--- src/inc/gifd_pkg.sv ---
// Constants for the external-interrupt flag and debug configuration block.
// Assumes a single 100 MHz system clock and a plain address/strobe register port.
// Functional notes
// - Four pending flags, channels A to D in bits 0 to 3, set by trigger.
// - Writing one clears a pending flag; writing zero leaves it alone.
// - Three-bit trigger code: off, rise, fall, both, high, low; 6 and 7 reserved.
// - Configuration bit 8 enables digital filtering before trigger detection.
// - Channels C and D choose their pin by 5-bit selector; 0x18 up reserved.
// - Disable bit 5 blocks debug pin override unless debug is already active.
// - Bit 4 routes regulator enable onto port A bit 7; set after reset.
// - Boot strap pin sampled at end of reset; status bit 3 is 1 if low.
// - Status bit 1 shows the debugger cable forcing debug active.
// - Status bit 0 shows the serial-wire debug interface enabled.

package gifd_pkg;

  // ****************************************
  // Register map
  // ****************************************
  localparam int          ADDR_W       = 32;
  localparam int          DATA_W       = 32;
  localparam logic [31:0] OFF_PEND     = 32'h4000a814;
  localparam logic [31:0] OFF_CFG_A    = 32'h4000a860;
  localparam logic [31:0] CFG_STRIDE   = 32'h00000004;
  localparam logic [31:0] OFF_IRQ_STAT = 32'h4000a900;
  localparam logic [31:0] OFF_IRQ_MASK = 32'h4000a904;
  localparam logic [31:0] OFF_DBGCFG   = 32'h4000bc00;
  localparam logic [31:0] OFF_DBGSTAT  = 32'h4000bc04;
  localparam logic [31:0] OFF_SEL_C    = 32'h4000bc14;
  localparam logic [31:0] OFF_SEL_D    = 32'h4000bc18;

  // ****************************************
  // Field layout and reset values
  // ****************************************
  localparam int         NUM_CH        = 4;
  localparam int         NUM_PINS      = 24;
  localparam int         CFG_FILT_BIT  = 8;
  localparam int         CFG_MODE_LSB  = 5;
  localparam int         MODE_W        = 3;
  localparam int         SEL_W         = 5;
  localparam logic [4:0] SEL_RSVD      = 5'h18;
  localparam logic [4:0] SEL_C_RST     = 5'h0f;
  localparam logic [4:0] SEL_D_RST     = 5'h10;
  localparam int         DBG_DIS_BIT   = 5;
  localparam int         DBG_REGEN_BIT = 4;
  localparam int         DBG_RSVD_BIT  = 3;
  localparam logic       REGEN_RST     = 1'b1;
  localparam int         ST_BOOT_BIT   = 3;
  localparam int         ST_FORCE_BIT  = 1;
  localparam int         ST_SWEN_BIT   = 0;
  localparam int         CH_C          = 2;
  localparam int         CH_D          = 3;
  localparam logic [1:0] BOOT_CAP_CNT  = 2'h2;

  // ****************************************
  // Trigger codes
  // ****************************************
  localparam logic [2:0] MODE_OFF  = 3'h0;
  localparam logic [2:0] MODE_RISE = 3'h1;
  localparam logic [2:0] MODE_FALL = 3'h2;
  localparam logic [2:0] MODE_BOTH = 3'h3;
  localparam logic [2:0] MODE_HIGH = 3'h4;
  localparam logic [2:0] MODE_LOW  = 3'h5;

  function automatic logic gifd_hit(input logic [31:0] addr, input logic [31:0] off);
    gifd_hit = (addr == off);
  endfunction

endpackage

--- src/verilog/gifd_top.sv ---
// Top of the external-interrupt flag and debug configuration block.
// Assumes one 100 MHz clock, a register master that never waits, and
// pins, strap and debugger levels arriving asynchronously.
`timescale 1ns/1ps
`default_nettype none
module gifd_top #(
  parameter int         FILT_CYCLES = 4,
  parameter logic [4:0] CH_A_PIN    = 5'h00,
  parameter logic [4:0] CH_B_PIN    = 5'h01
) (
  input  wire logic        mclk_i,
  input  wire logic        rstn_i,
  input  wire logic [31:0] addr_i,
  input  wire logic [31:0] wdata_i,
  input  wire logic        wr_i,
  input  wire logic        rd_i,
  output logic      [31:0] rdata_o,
  output logic             irq_o,
  input  wire logic [23:0] pins_i,
  input  wire logic        boot_strap_pin_n_i,
  input  wire logic        debugger_forced_active_i,
  input  wire logic        serial_wire_enabled_i,
  input  wire logic        preserved_reserved_we_i,
  input  wire logic        preserved_reserved_i,
  input  wire logic        regulator_enable_i,
  input  wire logic        port_a_bit7_gpio_i,
  output logic             port_a_bit7_o,
  output logic             regulator_enable_pin_override_o,
  output logic             debug_override_allow_o,
  output logic [3:0]       ext_int_pending_o
);

  // ****************************************
  // Input synchronisers
  // ****************************************
  logic [26:0] async_in;
  logic [26:0] sync_out;
  logic [23:0] pins_s;
  logic        boot_n_s;
  logic        forced_s;
  logic        swen_s;

  assign async_in = {serial_wire_enabled_i, debugger_forced_active_i, boot_strap_pin_n_i, pins_i};

  gifd_sync #(.W(27)) u_sync (
    .mclk_i (mclk_i),
    .rstn_i (rstn_i),
    .d_i    (async_in),
    .q_o    (sync_out)
  );

  assign pins_s   = sync_out[23:0];
  assign boot_n_s = sync_out[24];
  assign forced_s = sync_out[25];
  assign swen_s   = sync_out[26];

  // ****************************************
  // Register state
  // ****************************************
  logic [3:0]  pend_q;
  logic [3:0]  stat_q;
  logic [3:0]  mask_q;
  logic [2:0]  mode_q [4];
  logic [3:0]  filt_q;
  logic [4:0]  sel_c_q;
  logic [4:0]  sel_d_q;
  logic        dbg_dis_q;
  logic        regen_q;
  logic        rsvd_q;
  logic        boot_q;
  logic        boot_done_q;
  logic [1:0]  boot_cnt_q;
  logic [3:0]  ev;
  logic [3:0]  chan_in;
  logic [31:0] rmux;
  logic        dbg_active;

  // ****************************************
  // Channel pin selection and trigger detection
  // ****************************************
  function automatic logic pick_pin(input logic [23:0] pins, input logic [4:0] sel);
    pick_pin = (sel < gifd_pkg::SEL_RSVD) ? pins[sel] : 1'b0;
  endfunction

  // A reserved selector feeds a constant low, so the channel only sees level-low triggers.
  always_comb begin
    chan_in[0]             = pick_pin(pins_s, CH_A_PIN);
    chan_in[1]             = pick_pin(pins_s, CH_B_PIN);
    chan_in[gifd_pkg::CH_C] = pick_pin(pins_s, sel_c_q);
    chan_in[gifd_pkg::CH_D] = pick_pin(pins_s, sel_d_q);
  end

  for (genvar i = 0; i < gifd_pkg::NUM_CH; i++) begin : g_ch
    gifd_trig #(.FILT_CYCLES(FILT_CYCLES)) u_trig (
      .mclk_i    (mclk_i),
      .rstn_i    (rstn_i),
      .pin_i     (chan_in[i]),
      .mode_i    (mode_q[i]),
      .filt_en_i (filt_q[i]),
      .event_o   (ev[i])
    );
  end

  // ****************************************
  // Pending flags and interrupt status
  // ****************************************
  logic pend_wr;
  logic stat_rd;

  assign pend_wr = wr_i && gifd_pkg::gifd_hit(addr_i, gifd_pkg::OFF_PEND);
  assign stat_rd = rd_i && gifd_pkg::gifd_hit(addr_i, gifd_pkg::OFF_IRQ_STAT);

  // A trigger in the same cycle as the clear keeps its flag set.
  always_ff @(posedge mclk_i or negedge rstn_i) begin
    if (!rstn_i) begin
      pend_q <= 4'h0;
    end else begin
      pend_q <= (pend_q & ~(pend_wr ? wdata_i[3:0] : 4'h0)) | ev;
    end
  end

  always_ff @(posedge mclk_i or negedge rstn_i) begin
    if (!rstn_i) begin
      stat_q <= 4'h0;
    end else begin
      stat_q <= (stat_rd ? 4'h0 : stat_q) | ev;
    end
  end

  always_ff @(posedge mclk_i or negedge rstn_i) begin
    if (!rstn_i) begin
      mask_q <= 4'h0;
    end else if (wr_i && gifd_pkg::gifd_hit(addr_i, gifd_pkg::OFF_IRQ_MASK)) begin
      mask_q <= wdata_i[3:0];
    end
  end

  assign irq_o             = |(stat_q & mask_q);
  assign ext_int_pending_o = pend_q;

  // ****************************************
  // Channel configuration and pin selectors
  // ****************************************
  always_ff @(posedge mclk_i or negedge rstn_i) begin
    if (!rstn_i) begin
      for (int i = 0; i < gifd_pkg::NUM_CH; i++) begin
        mode_q[i] <= gifd_pkg::MODE_OFF;
      end
      filt_q <= 4'h0;
    end else begin
      for (int i = 0; i < gifd_pkg::NUM_CH; i++) begin
        if (wr_i && gifd_pkg::gifd_hit(addr_i,
            gifd_pkg::OFF_CFG_A + 32'(i) * gifd_pkg::CFG_STRIDE)) begin
          mode_q[i] <= wdata_i[gifd_pkg::CFG_MODE_LSB +: gifd_pkg::MODE_W];
          filt_q[i] <= wdata_i[gifd_pkg::CFG_FILT_BIT];
        end
      end
    end
  end

  always_ff @(posedge mclk_i or negedge rstn_i) begin
    if (!rstn_i) begin
      sel_c_q <= gifd_pkg::SEL_C_RST;
      sel_d_q <= gifd_pkg::SEL_D_RST;
    end else if (wr_i) begin
      if (gifd_pkg::gifd_hit(addr_i, gifd_pkg::OFF_SEL_C)) begin
        sel_c_q <= wdata_i[gifd_pkg::SEL_W-1:0];
      end
      if (gifd_pkg::gifd_hit(addr_i, gifd_pkg::OFF_SEL_D)) begin
        sel_d_q <= wdata_i[gifd_pkg::SEL_W-1:0];
      end
    end
  end

  // ****************************************
  // Debug configuration
  // ****************************************
  always_ff @(posedge mclk_i or negedge rstn_i) begin
    if (!rstn_i) begin
      dbg_dis_q <= 1'b0;
      regen_q   <= gifd_pkg::REGEN_RST;
    end else if (wr_i && gifd_pkg::gifd_hit(addr_i, gifd_pkg::OFF_DBGCFG)) begin
      dbg_dis_q <= wdata_i[gifd_pkg::DBG_DIS_BIT];
      regen_q   <= wdata_i[gifd_pkg::DBG_REGEN_BIT];
    end
  end

  // Hardware updates win, since software is expected to write back what it last read.
  always_ff @(posedge mclk_i or negedge rstn_i) begin
    if (!rstn_i) begin
      rsvd_q <= 1'b0;
    end else if (preserved_reserved_we_i) begin
      rsvd_q <= preserved_reserved_i;
    end else if (wr_i && gifd_pkg::gifd_hit(addr_i, gifd_pkg::OFF_DBGCFG)) begin
      rsvd_q <= wdata_i[gifd_pkg::DBG_RSVD_BIT];
    end
  end

  assign dbg_active = forced_s | swen_s;

  // An interface that is already up keeps its pins even after the disable bit is set.
  always_ff @(posedge mclk_i or negedge rstn_i) begin
    if (!rstn_i) begin
      debug_override_allow_o <= 1'b1;
    end else begin
      debug_override_allow_o <= ~dbg_dis_q | dbg_active;
    end
  end

  always_ff @(posedge mclk_i or negedge rstn_i) begin
    if (!rstn_i) begin
      port_a_bit7_o <= 1'b0;
    end else begin
      port_a_bit7_o <= regen_q ? regulator_enable_i : port_a_bit7_gpio_i;
    end
  end

  assign regulator_enable_pin_override_o = regen_q;

  // ****************************************
  // Boot strap capture
  // ****************************************
  // The strap is taken once the synchroniser has flushed its reset value.
  always_ff @(posedge mclk_i or negedge rstn_i) begin
    if (!rstn_i) begin
      boot_cnt_q  <= 2'h0;
      boot_done_q <= 1'b0;
      boot_q      <= 1'b0;
    end else if (!boot_done_q) begin
      if (boot_cnt_q == gifd_pkg::BOOT_CAP_CNT) begin
        boot_q      <= ~boot_n_s;
        boot_done_q <= 1'b1;
      end else begin
        boot_cnt_q <= boot_cnt_q + 2'h1;
      end
    end
  end

  // ****************************************
  // Read port
  // ****************************************
  always_comb begin
    rmux = 32'h0000_0000;
    if (gifd_pkg::gifd_hit(addr_i, gifd_pkg::OFF_PEND)) begin
      rmux[3:0] = pend_q;
    end
    if (gifd_pkg::gifd_hit(addr_i, gifd_pkg::OFF_IRQ_STAT)) begin
      rmux[3:0] = stat_q;
    end
    if (gifd_pkg::gifd_hit(addr_i, gifd_pkg::OFF_IRQ_MASK)) begin
      rmux[3:0] = mask_q;
    end
    for (int i = 0; i < gifd_pkg::NUM_CH; i++) begin
      if (gifd_pkg::gifd_hit(addr_i, gifd_pkg::OFF_CFG_A + 32'(i) * gifd_pkg::CFG_STRIDE)) begin
        rmux[gifd_pkg::CFG_MODE_LSB +: gifd_pkg::MODE_W] = mode_q[i];
        rmux[gifd_pkg::CFG_FILT_BIT]                     = filt_q[i];
      end
    end
    if (gifd_pkg::gifd_hit(addr_i, gifd_pkg::OFF_SEL_C)) begin
      rmux[gifd_pkg::SEL_W-1:0] = sel_c_q;
    end
    if (gifd_pkg::gifd_hit(addr_i, gifd_pkg::OFF_SEL_D)) begin
      rmux[gifd_pkg::SEL_W-1:0] = sel_d_q;
    end
    if (gifd_pkg::gifd_hit(addr_i, gifd_pkg::OFF_DBGCFG)) begin
      rmux[gifd_pkg::DBG_DIS_BIT]   = dbg_dis_q;
      rmux[gifd_pkg::DBG_REGEN_BIT] = regen_q;
      rmux[gifd_pkg::DBG_RSVD_BIT]  = rsvd_q;
    end
    if (gifd_pkg::gifd_hit(addr_i, gifd_pkg::OFF_DBGSTAT)) begin
      rmux[gifd_pkg::ST_BOOT_BIT]  = boot_q;
      rmux[gifd_pkg::ST_FORCE_BIT] = forced_s;
      rmux[gifd_pkg::ST_SWEN_BIT]  = swen_s;
    end
  end

  // Data stand for exactly the cycle after the read strobe, zero otherwise.
  always_ff @(posedge mclk_i or negedge rstn_i) begin
    if (!rstn_i) begin
      rdata_o <= 32'h0000_0000;
    end else begin
      rdata_o <= rd_i ? rmux : 32'h0000_0000;
    end
  end

  // ****************************************
  // Checks
  // ****************************************
  a_flag_sets_event: assert property (@(posedge mclk_i) disable iff (!rstn_i)
    (ev != 4'h0) |=> ((pend_q & $past(ev)) == $past(ev)))
    else $error("Trigger event did not set its pending flag.");

  a_flag_w1c_clear: assert property (@(posedge mclk_i) disable iff (!rstn_i)
    (pend_wr && ev == 4'h0) |=> (pend_q == ($past(pend_q) & ~$past(wdata_i[3:0]))))
    else $error("Pending flags wrong after a write-one-to-clear.");

  a_sel_reserved: assert property (@(posedge mclk_i) disable iff (!rstn_i)
    (sel_c_q >= gifd_pkg::SEL_RSVD) |-> !chan_in[gifd_pkg::CH_C])
    else $error("Reserved selector drove channel C from a pin.");

  a_dbg_block: assert property (@(posedge mclk_i) disable iff (!rstn_i)
    (dbg_dis_q && !dbg_active) |=> !debug_override_allow_o)
    else $error("Debug override allowed while disabled and inactive.");

  a_regen_route: assert property (@(posedge mclk_i) disable iff (!rstn_i)
    regen_q |=> (port_a_bit7_o == $past(regulator_enable_i)))
    else $error("Port A bit 7 not carrying the regulator enable.");

  a_boot_hold: assert property (@(posedge mclk_i) disable iff (!rstn_i)
    (boot_done_q && $past(boot_done_q)) |-> $stable(boot_q))
    else $error("Latched boot strap changed after capture.");

  a_forced_read: assert property (@(posedge mclk_i) disable iff (!rstn_i)
    (rd_i && addr_i == gifd_pkg::OFF_DBGSTAT) |=> (rdata_o[1] == $past(forced_s)))
    else $error("Forced-debug status bit read wrong.");

  a_swen_read: assert property (@(posedge mclk_i) disable iff (!rstn_i)
    (rd_i && addr_i == gifd_pkg::OFF_DBGSTAT) |=> (rdata_o[0] == $past(swen_s)))
    else $error("Serial-wire status bit read wrong.");

  a_unused_zero: assert property (@(posedge mclk_i) disable iff (!rstn_i)
    (rd_i && addr_i == gifd_pkg::OFF_DBGSTAT) |=> (rdata_o[31:4] == 28'h0 && !rdata_o[2]))
    else $error("Unused status bits read nonzero.");

  a_sel_reserved_d: assert property (@(posedge mclk_i) disable iff (!rstn_i)
    (sel_d_q >= gifd_pkg::SEL_RSVD) |-> !chan_in[gifd_pkg::CH_D])
    else $error("Reserved selector drove channel D from a pin.");

  a_dbg_permit: assert property (@(posedge mclk_i) disable iff (!rstn_i)
    !dbg_dis_q |=> debug_override_allow_o)
    else $error("Debug override blocked although the disable bit is clear.");

  a_regen_bypass: assert property (@(posedge mclk_i) disable iff (!rstn_i)
    !regen_q |=> (port_a_bit7_o == $past(port_a_bit7_gpio_i)))
    else $error("Port A bit 7 not carrying its normal value.");

  a_boot_capture: assert property (@(posedge mclk_i) disable iff (!rstn_i)
    (!boot_done_q && boot_cnt_q == gifd_pkg::BOOT_CAP_CNT) |=> (boot_q == !$past(boot_n_s)))
    else $error("Boot strap latched with the wrong sense.");

  a_status_ro: assert property (@(posedge mclk_i) disable iff (!rstn_i)
    (wr_i && addr_i == gifd_pkg::OFF_DBGSTAT && boot_done_q) |=> $stable(boot_q))
    else $error("Write to the status register changed the boot bit.");

endmodule
`default_nettype wire

--- src/verilog/gifd_sync.sv ---
// Two-stage synchroniser for a bundle of independent levels.
// Assumes each bit is a slow level; no word coherence is promised across bits.
`timescale 1ns/1ps
`default_nettype none
module gifd_sync #(
  parameter int W = 1
) (
  input  wire logic         mclk_i,
  input  wire logic         rstn_i,
  input  wire logic [W-1:0] d_i,
  output logic      [W-1:0] q_o
);
  logic [W-1:0] meta_q;

  always_ff @(posedge mclk_i or negedge rstn_i) begin
    if (!rstn_i) begin
      meta_q <= '0;
      q_o    <= '0;
    end else begin
      meta_q <= d_i;
      q_o    <= meta_q;
    end
  end
endmodule
`default_nettype wire

--- src/verilog/gifd_trig.sv ---
// One external interrupt channel: optional glitch filter and trigger detector.
// Assumes pin_i is already synchronised to mclk_i.
`timescale 1ns/1ps
`default_nettype none
module gifd_trig #(
  parameter int FILT_CYCLES = 4
) (
  input  wire logic       mclk_i,
  input  wire logic       rstn_i,
  input  wire logic       pin_i,
  input  wire logic [2:0] mode_i,
  input  wire logic       filt_en_i,
  output logic            event_o
);
  logic       filt_q;
  logic [7:0] cnt_q;
  logic       prev_q;
  logic       sel;

  // The filtered level follows the pin only after it has differed for FILT_CYCLES cycles.
  always_ff @(posedge mclk_i or negedge rstn_i) begin
    if (!rstn_i) begin
      filt_q <= 1'b0;
      cnt_q  <= 8'h00;
    end else if (pin_i == filt_q) begin
      cnt_q <= 8'h00;
    end else if (cnt_q == 8'(FILT_CYCLES - 1)) begin
      filt_q <= pin_i;
      cnt_q  <= 8'h00;
    end else begin
      cnt_q <= cnt_q + 8'h01;
    end
  end

  assign sel = filt_en_i ? filt_q : pin_i;

  always_ff @(posedge mclk_i or negedge rstn_i) begin
    if (!rstn_i) begin
      prev_q  <= 1'b0;
      event_o <= 1'b0;
    end else begin
      prev_q <= sel;
      case (mode_i)
        gifd_pkg::MODE_RISE: event_o <= sel & ~prev_q;
        gifd_pkg::MODE_FALL: event_o <= ~sel & prev_q;
        gifd_pkg::MODE_BOTH: event_o <= sel ^ prev_q;
        gifd_pkg::MODE_HIGH: event_o <= sel;
        gifd_pkg::MODE_LOW:  event_o <= ~sel;
        default:             event_o <= 1'b0;
      endcase
    end
  end

  a_mode_quiet: assert property (@(posedge mclk_i) disable iff (!rstn_i)
    (mode_i == gifd_pkg::MODE_OFF || mode_i > gifd_pkg::MODE_LOW) |=> !event_o)
    else $error("Event raised by an off or reserved trigger code.");

  a_filter_glitch: assert property (@(posedge mclk_i) disable iff (!rstn_i)
    (filt_en_i && $past(filt_en_i) && mode_i == gifd_pkg::MODE_RISE && $stable(mode_i)
     && $rose(pin_i)) |=> !event_o)
    else $error("Filtered channel reacted to a fresh pin edge at once.");
endmodule
`default_nettype wire

--- config.mk ---
export PLATFORM = sky130hd
export DESIGN_NAME = gifd_top
export DESIGN_NICKNAME = d
export VERILOG_FILES = /design/src/inc/gifd_pkg.sv /design/src/verilog/gifd_top.sv /design/src/verilog/gifd_sync.sv /design/src/verilog/gifd_trig.sv
export SDC_FILE = /design/constraint.sdc
export NUM_CORES = 1
export LEC_CHECK = 0
export ABC_AREA = 1
export CORE_MARGIN = 5
export CORE_UTILIZATION = 55
export CTS_BUF_LIST = sky130_fd_sc_hd__clkbuf_4
export DETAILED_ROUTE_END_ITERATION = 16
export DONT_BUFFER_PORTS = 1
export GPL_TIMING_DRIVEN = 0
export PLACE_DENSITY = 0.74
export SYNTH_ARGS = -nofsm -noshare
export SYNTH_HDL_FRONTEND = slang
export SYNTH_SLANG_ARGS = --single-unit
export TNS_END_PERCENT = 100
--- constraint.sdc ---
create_clock -name mclk_i -period 2.7 [get_ports mclk_i]
set_clock_uncertainty 0.2 [all_clocks]
set_input_delay 0.54 -clock mclk_i [delete_from_list [all_inputs] [get_ports mclk_i]]
set_output_delay 0.54 -clock mclk_i [all_outputs]
set_load 0.05 [all_outputs]
# Word-level counts from Yosys, hierarchy flattened
# Index checks and enable logic that the tools add are counted.
# word_totals
ff_bits,154
output_inout_bits,40
# op_classes
n_addsub,5
n_lt_le_gt_ge,4
n_eq_ne,40
muxes,42
n_bitwise,35
n_reduce_logical,18
# op_table
operator,count
"equality test 32 x 31 -> 1 bit, second input constant",11
2-to-1 mux 8 bit,8
2-to-1 mux 4 bit,9
"adder 8 x 1 -> 8 bit, second input constant",4
"equality test 8 x 2 -> 1 bit, second input constant",4
"equality test 3 x 2 -> 1 bit, second input constant",8
"equality test 3 bit, second input constant",8
one-hot mux 1 bit (5 select lines),4
inverter 1 bit,16
AND reduction 2 bit,8
2-to-1 mux 1 bit,14
"equality test 3 x 1 -> 1 bit, second input constant",4
"less-than comparator 5 x 6 -> 1 bit, second input constant",2
binary-select mux 1 bit (select 5 bit),2
"less-than comparator 5 bit, second input constant",2
2-to-1 mux 5 bit,2
2-to-1 mux 9 bit,1
bitwise AND 1 bit,8
bitwise AND 4 bit,2
logical AND 1 bit,8
OR 4 bit,2
equality test 1 bit,4
inverter 4 bit,1
OR reduction 4 bit,1
other kinds (7),11

# Logic depth before layout (Yosys ltp)
# depth
ltp_word,9
ltp_mapped,18

# Cells and area by module
# From an unflattened synthesis, not the netlist that was laid out.
# hier_totals
hier_cells,841
area_unflattened_um2,7231.9
# modules_own_cells
module,n_inst,cells_per_inst,area_each_um2,seq_area_each_um2
gifd_top,1,451,3373.2,1410.1
gifd_trig,4,84,626.9,275.3
gifd_sync,1,54,1351.3,1351.3

# Least setup slack after synthesis
# Ideal clock, no wire load.
# synth_path
kind,register -> output
startpoint,register mask_q[0]
endpoint,output port irq_o
arrival_ns,1.466
required_ns,1.960
path_slack_ns,0.494
path_stages_with_launch,3
path_cell_list,dfrtp_1 inv_1 o21ai_0
# synth_between
elab_chain_cells,2
# synth_lines
element,line_no,source
"start, declared",gifd_top.sv:62,logic [3:0] mask_q;
"start signal, assigned",gifd_top.sv:134,mask_q <= wdata_i[3:0];
bitwise AND 4 bit,gifd_top.sv:138,assign irq_o = |(stat_q & mask_q);
OR reduction 4 bit,gifd_top.sv:138,
"end, declared",gifd_top.sv:18,"output logic irq_o,"
# Every way passes these cells.

# Worst setup path in the final report
# layout_path
startpoint,register sel_d_q[0]
endpoint,register g_ch[3].u_trig.event_o
# layout_between
elab_chain_cells,7
elab_cells_between_ends,10
cone_classes,1 x order compare; 5 x mux; 4 x bitwise
# layout_lines
element,line_no,source
"start, declared",gifd_top.sv:66,logic [4:0] sel_d_q;
"start signal, assigned",gifd_top.sv:164,sel_d_q <= gifd_pkg::SEL_D_RST;
"start signal, assigned",gifd_top.sv:170,sel_d_q <= wdata_i[gifd_pkg::SEL_W-1:0];
binary-select mux 1 bit (select 5 bit),gifd_top.sv:82,pick_pin = (sel < gifd_pkg::SEL_RSVD) ? pins[sel] : 1'b0;
2-to-1 mux 1 bit (implied by the code),gifd_top.sv:82,
2-to-1 mux 1 bit (*),gifd_top.sv:82,
2-to-1 mux 1 bit (*),gifd_trig.sv:35,assign sel = filt_en_i ? filt_q : pin_i;
named net g_ch[3].u_trig.sel,gifd_trig.sv:18,logic sel;
inverter 1 bit,"gifd_trig.sv:45, gifd_trig.sv:48",
bitwise AND 1 bit,gifd_trig.sv:45,gifd_pkg::MODE_FALL: event_o <= ~sel & prev_q;
one-hot mux 1 bit (5 select lines) (*),gifd_trig.sv:43,case (mode_i)
"end signal, assigned",gifd_trig.sv:44,gifd_pkg::MODE_RISE: event_o <= sel & ~prev_q;
"end signal, assigned",gifd_trig.sv:45,
"end signal, assigned",gifd_trig.sv:48,gifd_pkg::MODE_LOW: event_o <= ~sel;
"end, declared",gifd_trig.sv:13,output logic event_o
# Mark *: on every way through the listed nets, which the timed path passes. The rest lies on a longest branch. The select of a mux whose other input is x is not followed.
# A chain may end at the register's enable or synchronous reset.

==> results.yml <==
run_status:
  status: "complete, but fails checks"
  violations: "hold timing"
clocking:
  cts_root_buffer: "clkbuf_4"
  clockBufferDepth: 2
  cts_buffers: 17
  clk_pin_slew_worst_paths_ns: 0.13
  clk_latency_ns: 0.54
  cts_tree: "done"
  h-tree-depth: 4
  hold_buffers: 38
  cts.sinks: 154
timing:
  fin_crit_ns: 2.54
  fmax_mhz: 394
  tightestPinTransition_ns: 1.04
  period_share_pct: 93.9
  setup_tns_ns: 0
  hold_ws_ns: -0.523
  setup_violations: 0
  final-max-slew-violation-count: 0
  report.final.hold_viol_count: 154
  slew_headroom_pct: 30.1
die:
  ios: 139
  rows: 41
  dieArea_um2: 15200
  core_area_um2: 12600
  start_util_pct: 56.0
  die_h_um: 123
  chipWidth_um: 123
global_routing:
  grt_max_degree: 155
  grt_pass1_wl_mm: 25.7
  grt_overflow_total: 0
  grt_pass1_vias: 5539
  grt.total_usage_pct: 21.9
  antenna_found_initial: 0
synthesis:
  yosys.area.top_type_share_pct: 52.0
  synth_cell_types: 40
  ys_warn_count: 0
  synthArstFlopShare_pct: 100
  avgSynthCellArea_um2: 8.93
  yosys.area.top_type: "dfrtp_1"
  synth_edf_count: 0
  syn_area_um2: 7070
  yosys-top-cells-count: "nand2_1, dfrtp_1, inv_1"
  synthTopCellsByArea: "dfrtp_1, nand2_1, inv_1"
  syn_inst: 792
  synth.most_common_cell: "nand2_1"
  synth_seq_area_share_pct: 54.6
  ys.flop_type: "dfrtp_1"
  ys_ff_latch: 154
final_layout:
  n_antenna_cell: 0
  final-seq-area_um2: 3860
  fill_cells: 1023
  layout-drive-gt1-share_pct: 12.9
  area_growth_pct: 15.0
  fin_area_um2: 8130
  multi_input_area_um2: 2680
  final_nets: 986
power_and_ir_drop:
  leakage_nw: 3.80
  p_per_area_nw_per_um2: 580
  p_int_w: 0.00350
  seqPwrFrac_pct: 54.4
  vdd_drop_max_uv: 562
  pwr-share-comb_pct: 11.4
  power_switching_w: 0.00121
  pwr-share-clk_pct: 34.2
  swShare_pct: 25.7
worst_setup_path:
  cp_cell_sequence: "buf_6 -> inv_2 -> buf_2 -> o21ai_0 -> o221ai_1 -> nand3_1 -> nand2_1 -> nand3b_1 -> nand2_2 -> inv_1 -> ha_1 -> nand2_1 -> nand2_1 -> o21ai_1 -> nand2_1 -> nand3_2"
  critical_path_arrival_ns: 2.81
  critPathLaunch: "sel_d_q[0]$_DFFE_PN0P_"
  cp-endpoint: "g_ch[3].u_trig.event_o$_DFF_PN0_"
  cp_common_cell: "nand2_1"
  worstReg2RegEnd: "g_ch[3].u_trig.event_o$_DFF_PN0_"
  crit_path_max_incr_delay_ns: 0.39
  crit_required_ns: 2.97
  start_kind: "register"
  r2r_slack_ns: 0.16
  endpoint_kind: "register"
  rr_worst_depth: 16
  worstSetupPathType: "reg -> reg"
  timing.rr.start: "sel_d_q[0]$_DFFE_PN0P_"
  crit_path_max_fanout: 7
  cpMaxStageDelayCell: "dfrtp_1"
drt:
  viasPerCell: 5.21
  wl_mm: 15.7
  ant_nets: 0
  firstDrtPassIters: 6
  drc: 0
  drtIter0Drc: 401
  drt-wirelength-per-cell_um: 14.8
  via_count: 5517
placement:
  port_buffers: 0
  gp_congestion: 0.870
  dpl.hpwl_mm: 11.3
  placed_cell_area_um2: 7370
flow_run:
  maxCapViolations: 0
min_path:
  min_path_type: "in -> async"
[what timing repair did]
action | in CTS | in global routing
setup buffers | 0 | 3
endpoints found under the hold margin | 206 | 154
setup endpoints to repair | 0 | 2
resized for setup | 0 | 6
[cells by family after synthesis]
family	Yosys count	synth area share, %
DFF	154	54.6
adders and majority gates	13	2.30
AOI/OAI and AO/OA	115	8.73
and+or+nand+nor	356	22.5
other	1	0.0530
muxes	1	0.159
buffers and inverters	134	8.88
xor gates and xnor gates	18	2.76
[power by group through the flow]
stage	clock network, W	logic [W]	registers (W)
2_1_floorplan	0	0.000409	0.00258
3_3_place_gp	0	0.000465	0.00260
3_5_place_dp	0	0.000486	0.00261
4_1_cts	0.00165	0.000536	0.00256
5_1_grt	0.00176	0.000609	0.00258
6_report	0.00161	0.000538	0.00256
[final cells by class]
cell class / instances / area share, %
plain buffers: 31 / 3.00
repair buffers: 42 / 5.02
multi-input cells: 526 / 32.9
clock inverters: 13 / 2.46
well taps: 172 / 2.65
inverters: 102 / 4.71
flip-flops and latches: 154 / 47.5
clock buffers: 19 / 1.75
[cell usage in the layout, fill, tap and decap left out, drive strengths merged, types with 3 or more instances in the layout]
| cell type | netlist | routed |
|---|---|---|
| a21oi | 29 | 29 |
| buf | 32 | 35 |
| bufinv | 0 | 5 |
| clkbuf | 0 | 19 |
| clkinv | 0 | 7 |
| conb | 1 | 23 |
| dfrtp | 147 | 147 |
| dfstp | 7 | 7 |
| dlygate4sd3 | 0 | 38 |
| ha | 13 | 13 |
| inv | 102 | 102 |
| nand2 | 186 | 186 |
| nand3 | 62 | 62 |
| nand3b | 4 | 4 |
| nand4 | 7 | 7 |
| nor2 | 73 | 73 |
| nor3 | 11 | 11 |
| nor3b | 5 | 5 |
| nor4 | 4 | 4 |
| o211ai | 4 | 4 |
| o21ai | 71 | 71 |
| o221ai | 4 | 4 |
| xnor2 | 3 | 3 |
| xor2 | 15 | 15 |
[layer usage]
layer / up-vias / share of wire, % / GRT usage (%)
li1: 2664 / - / -
met2: 221 / 49 / 37.4
met5: - / 0 / 0
met4: 0 / 2.9 / 10.3
met1: 2589 / 41 / 26.1
met3: 43 / 7.1 / 5.22
[through the flow]
step	hold slack, ns	setup slack, ns	util (%)	std cells	power (W)
global placement	0.0491	0.218	58.4	986	0.00306
finish	-0.523	0.164	64.4	1059	0.00471
floorplan	0.0444	0.494	-	814	0.00299
detailed placement	0.0481	0.159	58.4	986	0.00309
global route	-0.590	-0.0158	64.4	1059	0.00495
CTS	-0.574	0.105	64.1	1056	0.00475
[how the worst min path moves through the flow]
stage	cells after the start	to
floorplan	0	boot_cnt_q[0]$_DFFE_PN0P_
global placement	0	u_sync.meta_q[13]$_DFF_PN0_
detailed placement	0	u_sync.meta_q[4]$_DFF_PN0_
CTS	0	u_sync.meta_q[2]$_DFF_PN0_
global route	0	sel_d_q[0]$_DFFE_PN0P_
finish	0	u_sync.meta_q[2]$_DFF_PN0_
[critical path: cells and delay by family, from the launching register on]
family	cells	cell delay, ns
buffers and inverters	4	0.41
and+or+nand+nor	8	0.79
AOI/OAI and AO/OA	3	0.41
adders and majority gates	1	0.28
DFF	1	0.39
[sequential cells by signal, indices dropped and copies added (netlist names), 5 cells and up]
| register | flops |
|---|---|
| mode_q | 12 |
| u_sync.meta_q | 27 |
| g_ch.u_trig.cnt_q | 32 |
| u_sync.q_o | 27 |
| sel_c_q | 5 |
| rdata_o | 9 |
| sel_d_q | 5 |
(Power assumes the default switching activity.)
